$ cat src/design/lfsf_regs.vh
// Overview of operation
// - The bus-clamp flag latches when the bus stays dominant past the timeout, and clears on a read after recovery.
// - The transceiver-mode flag reads 1 while the channel is in transmit/receive mode and 0 otherwise, live.
// - The transceiver-mode flag drops when a command leaves that mode or a transmit-dominant fault forces it out.
// - The flag read command 0x2780 never clears the live transceiver-mode and wake-receiver flags.
// - The wake-receiver flag reads 1 when sleep with wake-up enabled is configured, and 0 when wake-up is off.
// - The wake-source flag sets on a detected wake event and clears on its read alone.
// - The termination ground-short flag latches on the fault and clears on a read after recovery.
// - The overtemperature flag latches while hot and clears on a read after cooling below threshold.
// - The receive-low flag latches on a receive pin short to ground and clears on a read after recovery.
// - The receive-high flag latches on a receive pin short to recessive and clears on a read after recovery.
// - The transmit-dominant flag latches on a transmit pin short and clears on a read after recovery.
// - Every serial frame returns the fixed status byte first, whatever the command.
// - A write command, type bits 01 in frame bits 15-14, returns fixed status then extended status.
// - A read command, type bits 00 or 11, returns only the fixed status byte as status.
`ifndef LFSF_REGS_VH
`define LFSF_REGS_VH

// serial frame
`define LFSF_FRAME_BITS 5'h10
`define LFSF_BYTE_BITS 5'h08
`define LFSF_CTYPE_HI 15
`define LFSF_CTYPE_LO 14
`define LFSF_CTYPE_WRITE 2'h1
`define LFSF_CMD_FLAG_RD 16'h2780
`define LFSF_CMD_FLAG_HI 8'h27
`define LFSF_CMD_WAKE_RD 16'h2580
`define LFSF_CMD_WAKE_HI 8'h25

// flag byte positions
`define LFSF_FLG_CLAMP 0
`define LFSF_FLG_TRX 1
`define LFSF_FLG_WAKE_RX 2
`define LFSF_FLG_TERM 3
`define LFSF_FLG_OVT 4
`define LFSF_FLG_RXL 5
`define LFSF_FLG_RXH 6
`define LFSF_FLG_TXD 7

// status bits merged with this channel's pending flags
`define LFSF_FIX_LIN_G 3
`define LFSF_EXT_LIN1 4

// pin synchroniser lane order and reset levels
`define LFSF_PIN_W 10
`define LFSF_PIN_RST 10'h002

// dominant timeout
`define LFSF_CLK_NS 10
`define LFSF_T_DOM_NS 8000
`define LFSF_T_DOM_CYC ((`LFSF_T_DOM_NS + `LFSF_CLK_NS - 1) / `LFSF_CLK_NS)

`endif

$ cat src/design/lfsf_sync.v
`timescale 1ns/1ps
module lfsf_sync #(
    parameter W = 1,
    parameter [W-1:0] RST_VAL = {W{1'b0}}
) (
    // clock and reset
    input wire clk_sys,
    input wire sys_rst,
    // asynchronous lanes in, filtered lanes out
    input wire [W-1:0] din,
    output reg [W-1:0] dout
);
    reg [W-1:0] s1_ff;
    reg [W-1:0] s2_ff;
    reg [W-1:0] s3_ff;
    wire [W-1:0] agree;

    // a lane moves only once stages two and three agree, so a single metastable sample is ignored
    assign agree = ~(s2_ff ^ s3_ff);

    always @(posedge clk_sys) begin
        if (sys_rst) begin
            s1_ff <= RST_VAL;
            s2_ff <= RST_VAL;
            s3_ff <= RST_VAL;
            dout <= RST_VAL;
        end else begin
            s1_ff <= din;
            s2_ff <= s1_ff;
            s3_ff <= s2_ff;
            dout <= (s3_ff & agree) | (dout & ~agree);
        end
    end
endmodule // lfsf_sync

$ cat src/design/lfsf_top.v
`timescale 1ns/1ps
`include "lfsf_regs.vh"
module lfsf_top (
    // clock and reset
    input wire clk_sys,
    input wire sys_rst,
    // serial port pins
    input wire spi_sck,
    input wire spi_cs_n,
    input wire spi_mosi,
    output wire spi_miso,
    output wire spi_miso_oe_n,
    // fault and wake detectors, asynchronous
    input wire lin_bus_dominant,
    input wire term_ground_short,
    input wire thermal_above,
    input wire rxd_short_low,
    input wire rxd_short_high,
    input wire txd_short_low,
    input wire lin_wake_detect,
    // mode control from the chip state machine, same clock
    input wire lin_trx_request,
    input wire lin_sleep_wake_en,
    // status of the rest of the chip, same clock
    input wire [7:0] fix_status_in,
    input wire [7:0] ext_status_in,
    // channel state
    output wire lin_trx_enable,
    output wire [7:0] lin_flags,
    output wire wake_source_flag
);
    // pin lane order: 0 sck, 1 cs_n, 2 mosi, 3 dominant, 4 term, 5 ovt, 6 rxl, 7 rxh, 8 txd, 9 wake
    wire [`LFSF_PIN_W-1:0] pin_q;
    wire sck_q;
    wire cs_n_q;
    wire mosi_q;
    wire dom_q;
    wire term_q;
    wire ovt_q;
    wire rxl_q;
    wire rxh_q;
    wire txd_q;
    wire wake_q;

    lfsf_sync #(
        .W(`LFSF_PIN_W),
        .RST_VAL(`LFSF_PIN_RST)
    ) u_sync (
        .clk_sys(clk_sys),
        .sys_rst(sys_rst),
        .din({lin_wake_detect, txd_short_low, rxd_short_high, rxd_short_low, thermal_above,
              term_ground_short, lin_bus_dominant, spi_mosi, spi_cs_n, spi_sck}),
        .dout(pin_q)
    );

    assign sck_q = pin_q[0];
    assign cs_n_q = pin_q[1];
    assign mosi_q = pin_q[2];
    assign dom_q = pin_q[3];
    assign term_q = pin_q[4];
    assign ovt_q = pin_q[5];
    assign rxl_q = pin_q[6];
    assign rxh_q = pin_q[7];
    assign txd_q = pin_q[8];
    assign wake_q = pin_q[9];

    // latched fault: the condition sets, a read clears only when the condition is gone
    function latch_next;
        input cond;
        input flag;
        input rd;
        begin
            latch_next = cond | (flag & ~rd);
        end
    endfunction

    // serial frame state
    reg sck_prev_ff;
    reg cs_prev_ff;
    reg [4:0] bit_cnt_ff;
    reg [15:0] rx_ff;
    reg [7:0] tx_ff;
    wire sck_rise;
    wire sck_fall;
    wire cs_start;
    wire cs_end;
    wire frame_ok;
    wire flag_rd;
    wire wake_rd;
    reg [7:0] second_byte;

    assign sck_rise = ~cs_n_q & sck_q & ~sck_prev_ff;
    assign sck_fall = ~cs_n_q & ~sck_q & sck_prev_ff;
    assign cs_start = cs_prev_ff & ~cs_n_q;
    assign cs_end = ~cs_prev_ff & cs_n_q;
    // frames of any other length are ignored so a glitched frame never clears a flag
    assign frame_ok = cs_end & (bit_cnt_ff == `LFSF_FRAME_BITS);
    assign flag_rd = frame_ok & (rx_ff == `LFSF_CMD_FLAG_RD);
    assign wake_rd = frame_ok & (rx_ff == `LFSF_CMD_WAKE_RD);

    // channel flags
    reg clamp_ff;
    reg term_ff;
    reg ovt_ff;
    reg rxl_ff;
    reg rxh_ff;
    reg txd_ff;
    reg wake_src_ff;
    reg trx_ff;
    reg wake_rx_ff;
    reg trx_req_prev_ff;
    reg [15:0] dom_cnt_ff;
    wire dom_timeout;
    wire lin_pending;

    assign dom_timeout = (dom_cnt_ff == `LFSF_T_DOM_CYC);

    always @(posedge clk_sys) begin
        if (sys_rst) begin
            dom_cnt_ff <= 16'h0000;
        end else if (!dom_q) begin
            dom_cnt_ff <= 16'h0000;
        end else if (!dom_timeout) begin
            dom_cnt_ff <= dom_cnt_ff + 16'h0001;
        end
    end

    always @(posedge clk_sys) begin
        if (sys_rst) begin
            clamp_ff <= 1'b0;
            term_ff <= 1'b0;
            ovt_ff <= 1'b0;
            rxl_ff <= 1'b0;
            rxh_ff <= 1'b0;
            txd_ff <= 1'b0;
            wake_src_ff <= 1'b0;
        end else begin
            clamp_ff <= latch_next(dom_timeout, clamp_ff, flag_rd);
            term_ff <= latch_next(term_q, term_ff, flag_rd);
            ovt_ff <= latch_next(ovt_q, ovt_ff, flag_rd);
            rxl_ff <= latch_next(rxl_q, rxl_ff, flag_rd);
            rxh_ff <= latch_next(rxh_q, rxh_ff, flag_rd);
            txd_ff <= latch_next(txd_q, txd_ff, flag_rd);
            // wake source clears on its own read, not the flag read; a new event in the clearing cycle still wins
            wake_src_ff <= wake_q | (wake_src_ff & ~wake_rd);
        end
    end

    // live mode flags; the read commands have no path into them
    always @(posedge clk_sys) begin
        if (sys_rst) begin
            trx_ff <= 1'b0;
            wake_rx_ff <= 1'b0;
            trx_req_prev_ff <= 1'b0;
        end else begin
            trx_req_prev_ff <= lin_trx_request;
            // a transmit short forces the mode off; only a fresh request brings it back
            trx_ff <= lin_trx_request & ~txd_q &
                      (trx_ff | ~trx_req_prev_ff);
            wake_rx_ff <= lin_sleep_wake_en;
        end
    end

    assign lin_trx_enable = trx_ff;
    assign lin_pending = clamp_ff | term_ff | ovt_ff | rxl_ff | rxh_ff | txd_ff | wake_src_ff;

    assign lin_flags[`LFSF_FLG_CLAMP] = clamp_ff;
    assign lin_flags[`LFSF_FLG_TRX] = trx_ff;
    assign lin_flags[`LFSF_FLG_WAKE_RX] = wake_rx_ff;
    assign lin_flags[`LFSF_FLG_TERM] = term_ff;
    assign lin_flags[`LFSF_FLG_OVT] = ovt_ff;
    assign lin_flags[`LFSF_FLG_RXL] = rxl_ff;
    assign lin_flags[`LFSF_FLG_RXH] = rxh_ff;
    assign lin_flags[`LFSF_FLG_TXD] = txd_ff;
    assign wake_source_flag = wake_src_ff;

    // second byte chosen from the command byte, bits 15-8 of the frame
    always @* begin
        if (rx_ff[7:6] == `LFSF_CTYPE_WRITE) begin
            second_byte = ext_status_in;
            second_byte[`LFSF_EXT_LIN1] = ext_status_in[`LFSF_EXT_LIN1] | lin_pending;
        end else if (rx_ff[7:0] == `LFSF_CMD_FLAG_HI) begin
            second_byte = lin_flags;
        end else if (rx_ff[7:0] == `LFSF_CMD_WAKE_HI) begin
            second_byte = {7'h00, wake_src_ff};
        end else begin
            second_byte = 8'h00;
        end
    end

    // sck is sampled, so it must stay well below a quarter of clk_sys
    always @(posedge clk_sys) begin
        if (sys_rst) begin
            sck_prev_ff <= 1'b0;
            cs_prev_ff <= 1'b1;
            bit_cnt_ff <= 5'h00;
            rx_ff <= 16'h0000;
            tx_ff <= 8'h00;
        end else begin
            sck_prev_ff <= sck_q;
            cs_prev_ff <= cs_n_q;
            if (cs_start) begin
                bit_cnt_ff <= 5'h00;
                tx_ff <= fix_status_in;
                tx_ff[`LFSF_FIX_LIN_G] <= fix_status_in[`LFSF_FIX_LIN_G] | lin_pending;
            end else if (sck_rise) begin
                rx_ff <= {rx_ff[14:0], mosi_q};
                if (bit_cnt_ff != 5'h1f) begin
                    bit_cnt_ff <= bit_cnt_ff + 5'h01;
                end
            end else if (sck_fall) begin
                if (bit_cnt_ff == `LFSF_BYTE_BITS) begin
                    tx_ff <= second_byte;
                end else begin
                    tx_ff <= {tx_ff[6:0], 1'b0};
                end
            end
        end
    end

    assign spi_miso = tx_ff[7];
    assign spi_miso_oe_n = cs_n_q;
endmodule // lfsf_top

$ cat config.mk
export PLATFORM = sky130hd
export DESIGN_NAME = lfsf_top
export DESIGN_NICKNAME = d
export VERILOG_FILES = /design/src/design/lfsf_sync.v /design/src/design/lfsf_top.v
export VERILOG_INCLUDE_DIRS = /design/src /design/src/design
export SDC_FILE = /design/constraint.sdc
export NUM_CORES = 1
export LEC_CHECK = 0
export BUFFER_PORTS_ARGS = -buffer_cell sky130_fd_sc_hd__buf_2
export CAP_MARGIN = 20
export CORE_AREA = 3 3 88 90
export DETAILED_ROUTE_END_ITERATION = 8
export DIE_AREA = 0 0 91 93
export PLACE_DENSITY = 0.79
export SLEW_MARGIN = 5
export SYNTH_ARGS = -nofsm -noshare
export SYNTH_HDL_FRONTEND = slang
export SYNTH_SLANG_ARGS = --single-unit
$ cat constraint.sdc
create_clock -name clk_sys -period 2.15 [get_ports clk_sys]
set_input_delay 0.1075 -clock clk_sys [delete_from_list [all_inputs] [get_ports clk_sys]]
set_output_delay 0.1075 -clock clk_sys [all_outputs]
set_load 0.005 [all_outputs]
==> results of run 1 <==
==> where the power goes <==
group / switching, mW / leakage (nW) / internal [mW] / total (mW)
clock network: 0.599 / 0.0899 / 0.459 / 1.06
registers: 0.0115 / 0.787 / 1.82 / 1.83
logic: 0.0434 / 0.699 / 0.0529 / 0.0963
==> final cells by class <==
cell class	instances	area, um2	area share
sequential	97	1940	0.445
inverter	12	45.0	0.0103
clock buffer	11	141	0.0324
timing repair buffer	56	348	0.0797
multi-input combinational	283	1720	0.395
tap	99	124	0.0284
clock inverter	5	38.8	0.00889
==> synthesized netlist by cell type, types with 5 or more instances <==
| cell type | n | area share |
|---|---|---|
| dfxtp_1 | 97 | 0.50 |
| nand2_1 | 51 | 0.050 |
| nor2b_1 | 35 | 0.057 |
| a21oi_1 | 32 | 0.042 |
| nor2_1 | 28 | 0.027 |
| o21ai_0 | 17 | 0.022 |
| clkbuf_1 | 12 | 0.012 |
| inv_1 | 11 | 0.011 |
| nor3_1 | 11 | 0.014 |
| buf_4 | 8 | 0.016 |
| xnor2_1 | 8 | 0.018 |
| a211oi_1 | 6 | 0.012 |
| a311oi_1 | 6 | 0.014 |
| buf_2 | 6 | 0.0078 |
| nand3_1 | 6 | 0.0078 |
| o221ai_1 | 6 | 0.014 |
| xor2_1 | 6 | 0.014 |
| a221oi_1 | 5 | 0.011 |
| ha_1 | 5 | 0.016 |
| nand2b_1 | 5 | 0.0081 |
| nand4_1 | 5 | 0.0081 |
| nor4_1 | 5 | 0.0081 |
==> cell families after synthesis <==
group / count (synthesis)
flops: 97
mux: 3
xor+xnor: 14
compound gates: 85
simple gates: 176
fa+ha+maj: 5
buf+inv: 39
==> worst max path at each step <==
| stage | cells after the start | start | slack [ns] | end |
|---|---|---|---|---|
| 2_1_floorplan | 7 | bit_cnt_ff[0] | 0.46 | bit_cnt_ff[3] |
| 3_3_place_gp | 7 | bit_cnt_ff[0] | 0.40 | bit_cnt_ff[3] |
| 3_5_place_dp | 7 | bit_cnt_ff[0] | 0.34 | bit_cnt_ff[3] |
| 4_1_cts | 7 | bit_cnt_ff[0] | 0.32 | bit_cnt_ff[3] |
| 5_1_grt | 7 | bit_cnt_ff[0] | 0.23 | bit_cnt_ff[3] |
| 6_report | 7 | bit_cnt_ff[0] | 0.33 | bit_cnt_ff[3] |
==> worst max-delay path, delay by kind of cell, from the launching register on <==
kind / cells / cell delay, ns
adders and majority gates: 2 / 0.44
DFF: 1 / 0.36
xor gates and xnor gates: 1 / 0.15
and+or+nand+nor: 4 / 0.78
==> per-layer routing <==
| metal | global-route usage | up-vias |
|---|---|---|
| met5 | 0 | - |
| met4 | 0.0565 | 0 |
| met3 | 0.0475 | 11 |
| met2 | 0.294 | 67 |
| met1 | 0.225 | 1385 |
| li1 | - | 1535 |
==> cells in the final DEF, fill, tap and decap left out, drive strengths merged, types with 5 or more instances in the layout <==
cell         count
nand2           51
xnor2            8
a21oi           32
nand3            6
inv             12
nor4             8
nand4            6
nand2b           5
nor3            11
o21ai           21
ha               5
a221oi           5
a211oi           6
dfxtp           97
nor2            28
xor2             6
o221ai           6
a311oi           6
clkbuf          11
buf             44
dlygate4sd3     12
nor2b           35
==> stage by stage <==
stage               cell area (um2)  setup WS [ns]
finish                         4360          0.327
detailed placement             4060          0.343
CTS                            4360          0.323
global placement               4060          0.400
floorplan                      3850          0.464
global route                   4360          0.230
==> timing repair <==
| action | 4_1_cts | 5_1_grt |
|---|---|---|
| setup endpoints to repair | 0 | 0 |
| hold buffers | 12 | 0 |
| hold endpoints to repair | 12 | 0 |
==> out/metrics.cfg, run 1 <==
[run_status]
outcome=completed

[floorplanning]
ioPinCount=42
core_mm2=0.00714
dieWidth_um=91
die-area_mm2=0.00846
num_rows=31
start_util=0.539
dieHeight_um=93

[synth]
ys_seq_elements=97
synth_top_family_by_area=simple AND/OR/NAND/NOR gates
synthSimpleGateAreaFrac=0.254
async_flop_share=0
syn_avg_cell_area_um2=9.19
synth_compound_area_frac=0.138
ys.flop_type=dfxtp_1
synth-seq-area-share=0.504
syn_inst=419
synth_area_mm2=0.00385
synth_mux_area_frac=0.00780
synth_nets=454
yosys_warnings=0
synthAdderAreaFrac=0.0162
ys_types=50
synth_xor_xnor_area_share=0.0318
synth_edf_count=0

[worst_setup_path]
r2r_start=bit_cnt_ff[0]
worst_path_most_repeated_cell=ha_1
worst-path-max-fanout=6
critPathMaxStageDelay_ns=0.38
startpoint_type=flip-flop
criticalPathCategory=reg2reg
rrSetupSlack_ns=0.33
r2r_cells=7
crit_path_end_kind=flip-flop
cpMaxStageDelayCell=nor4b_4
cp_data_arrival_time_ns=2.07
cp_cell_sequence=ha_1 > and3_1 > ha_1 > nor4b_4 > nand4_1 > xor2_1 > nor2_1
r2r-end=bit_cnt_ff[3]
crit_required_ns=2.39

[route]
drt_first_pass_iters=4
dr_total_vias=2998
wire_per_inst_um=12.9
vias_per_cell=5.33
maxUsedRoutingLayer=met4
drt_wl_total_um=7260
met3WireLength_um=311
drt-met1-wl_um=3520
drt_iter0_drc=249
detail-route-antenna-nets=0
wl_met2_um=3320
drc=0

[hold_path]
hp-class=in2reg
worstHoldStart=fix_status_in[0]
hold_depth=3
whs_endpoint=tx_ff[0]

[clock_network]
clk_transition_reported_paths_ns=0.09
clock-root-buffer=clkbuf_8
cts-htree-levels=3
cts_setup_buffers=0
cts_sinks=97
cts_tree=done
clkLatencyLatePin_ns=0.35
numCtsBuffers=9
cts_resized=0
clk_path_buf_depth=2

[pwr]
p_leak_nw=1.58
power_density_mw_per_mm2=685
ir_drop_mv=0.537
power_mw=2.99

[cells_and_area]
num_antenna_cells=0
final_cell_count_no_fill=563
synthToLayoutAreaGrowth_pct=13.3
utilization=0.611
n_fill_cell=637
drive_gt1_frac=0.151
fin_nets=494

[timing]
holdWs_ns=0.0823
rsz0062_at_grt=no
fin_worst_skew_ns=0.0139
tns_ns=0
fin_crit_ns=1.82
maxSlewHeadroom=0.586
hold_violations=0
maxSlewViolCount=0
min_period_over_period=0.848
worstMarginPinSlew_ns=0.621
setup-violations-final=0
fmax_mhz=548

[place]
placed_cells=535
port_buffers=41
place_congestion=0.878
hpwl_um=4990

[global_routing]
overflow=0
grtUsageTotal=0.177
grt_first_pass_wirelength_um=12300
grt_pass1_vias=2696
grt_max_degree=68
antenna_found_initial=0

[flow_run]
drv_cap=0

(Power assumes the default switching activity.)
==> inputs of run 2 (changes only) <==
ABC_AREA = 1   (was default)
CORE_AREA = 3 3 90 92   (was 3 3 88 90)
DIE_AREA = 0 0 93 95   (was 0 0 91 93)
clock period = 1.7 ns   (was 2.15 ns; I/O delays follow)
==> out/metrics.cfg, run 2 <==
[worst_setup_path]
cp_cell_sequence=inv_1 > ha_1 > inv_1 > nor2_1 > nand3_1 > nor2_2 > nand3_2 > a21oi_1 > nor2_1
crit_buf_inv=2
r2r-end=txd_ff
criticalPathCategory=reg2reg
crit_path_end_kind=flip-flop
cp_data_arrival_time_ns=1.79
crit_cells=9
rrSetupSlack_ns=0.17
critPathMaxStageDelay_ns=0.34
r2r_cells=9
crit_start=bit_cnt_ff[0]
worst-path-max-fanout=6
startpoint_type=flip-flop
cp_top_family=simple AND/OR/NAND/NOR gates
r2r_start=bit_cnt_ff[0]
crit_required_ns=1.96
cpMaxStageDelayCell=dfxtp_1
crit_path_end=txd_ff

[place]
hpwl_um=5610
placed_cells=660
place_congestion=0.865
port_buffers=41

[synth]
yosys_warnings=0
synth_area_leader_cell=dfxtp_1
yosys-top-cells-area=dfxtp_1 (48%), inv_1 (8.0%), a21oi_1 (8.0%)
ys_types=33
async_flop_share=0
synth_area_mm2=0.00403
synth_edf_count=0
synth_common_cells=dfxtp_1 (97), inv_1 (86), nor2_1 (75), nand2_1 (66), a21oi_1 (64)
yosysMostFrequentCell=dfxtp_1
synth-seq-area-share=0.482
syn_inst=534
synth_top_area_frac=0.482
synth_nets=569
syn_avg_cell_area_um2=7.54
ys.flop_type=dfxtp_1
ys_seq_elements=97

[cells_and_area]
final_cell_count_no_fill=691
final_common_cell=dfxtp_1
fin_nets=622
synthToLayoutAreaGrowth_pct=15.5
num_antenna_cells=0
final_cell_mix=dfxtp_1 (97), inv_1 (86), nor2_1 (74)
drive_gt1_frac=0.162

[clock_network]
cts-htree-levels=3
numCtsBuffers=9
cts_tree=done
clk_transition_reported_paths_ns=0.11
clkLatencyLatePin_ns=0.37
clock-root-buffer=clkbuf_8
clk_path_buf_depth=2
cts_setup_buffers=0
cts_sinks=97

[route]
drt_iter0_drc=136
drc=0
wire_per_inst_um=11.2
drt_wl_total_um=7770
vias_per_cell=4.90
drt_first_pass_iters=4
detail-route-antenna-nets=0
dr_total_vias=3385

[timing]
min_period_over_period=0.900
fin_worst_skew_ns=0.0161
maxSlewHeadroom=0.809
fin_crit_ns=1.53
hold_violations=0
setup-violations-final=0
holdWs_ns=0.00986
maxSlewViolCount=0
fmax_mhz=653
tns_ns=0
worstMarginPinSlew_ns=0.285

[floorplanning]
core_mm2=0.00729
start_util=0.553
dieWidth_um=93
num_rows=31
die-area_mm2=0.00884
dieHeight_um=95
ioPinCount=42

[flow_run]
drv_cap=0

[global_routing]
overflow=0
grt_pass1_vias=3086
antenna_found_initial=0
grt_max_degree=31
grt_first_pass_wirelength_um=13000
grtUsageTotal=0.182

[hold_path]
worstHoldStart=sys_rst
hp-class=in2reg

[pwr]
power_density_mw_per_mm2=849
ir_drop_mv=0.496
p_leak_nw=1.96
power_mw=3.95

[run_status]
outcome=completed

[run 2: worst min path at each step]
stage / end / slack [ns] / cells after the start
after CTS: tx_ff[2] / 0.003 / 3
final: clamp_ff / 0.01 / 2
after global placement: u_sync.s1_ff[1] / 0.27 / 2
after floorplan: u_sync.s1_ff[1] / 0.19 / 1
after detailed placement: u_sync.s1_ff[1] / 0.28 / 2
after global routing: tx_ff[2] / 0.03 / 3
[run 2: cells by family (layout without fill, tap and decap cells)]
logic type,Yosys count,count (layout),share of synthesized area
flip-flops,97,97,0.482
buffers and inverters,114,172,0.117
AO/OA/AOI/OAI,115,115,0.152
adder cells (fa/ha/maj),5,5,0.0155
XOR/XNOR,2,2,0.00435
AND/OR/NAND/NOR,201,201,0.229
[run 2: cell type report]
cell class,count,area [um2]
clock inverter,7,81.3
inverter,93,349
clock buffer,9,124
tap,99,124
multi-input combinational,323,1630
timing repair buffer,63,408
fill,633,2640
sequential,97,1940
[run 2: report_power, final]
part / switching [mW] / internal, mW
Clock: 0.896 / 0.587
Sequential: 0.0140 / 2.31
Combinational: 0.0704 / 0.0760
Total: 0.980 / 2.97
[run 2: what timing repair did]
action,4_1_cts,5_1_grt
hold buffers,15,0
endpoints found under the hold margin,15,0
resized for setup,0,3
endpoints found under the setup margin,0,8
[run 2: worst register-to-register path, stage by stage, from the launching register on]
cell and delay (ns):
dfxtp_1 0.34, inv_1 0.10, ha_1 0.15, inv_1 0.04, nor2_1 0.16, nand3_1 0.11, nor2_2 0.16, nand3_2 0.15
a21oi_1 0.17, nor2_1 0.06
[run 2: per-stage QoR]
step                instance area (um2)  worst slack (ns)  utilization
floorplan                          4030             0.367            -
global placement                   4290             0.225        0.588
detailed placement                 4290             0.144        0.588
CTS                                4640             0.127        0.637
global route                       4650           -0.0127        0.638
finish                             4650             0.170        0.638
[run 2: metal layers]
layer,vias up,global-route usage,part of all wire
li1,1797,-,-
met1,1513,0.233,0.47
met2,69,0.298,0.48
met3,6,0.0351,0.045
met4,0,0.0806,0.0081
met5,-,0,0
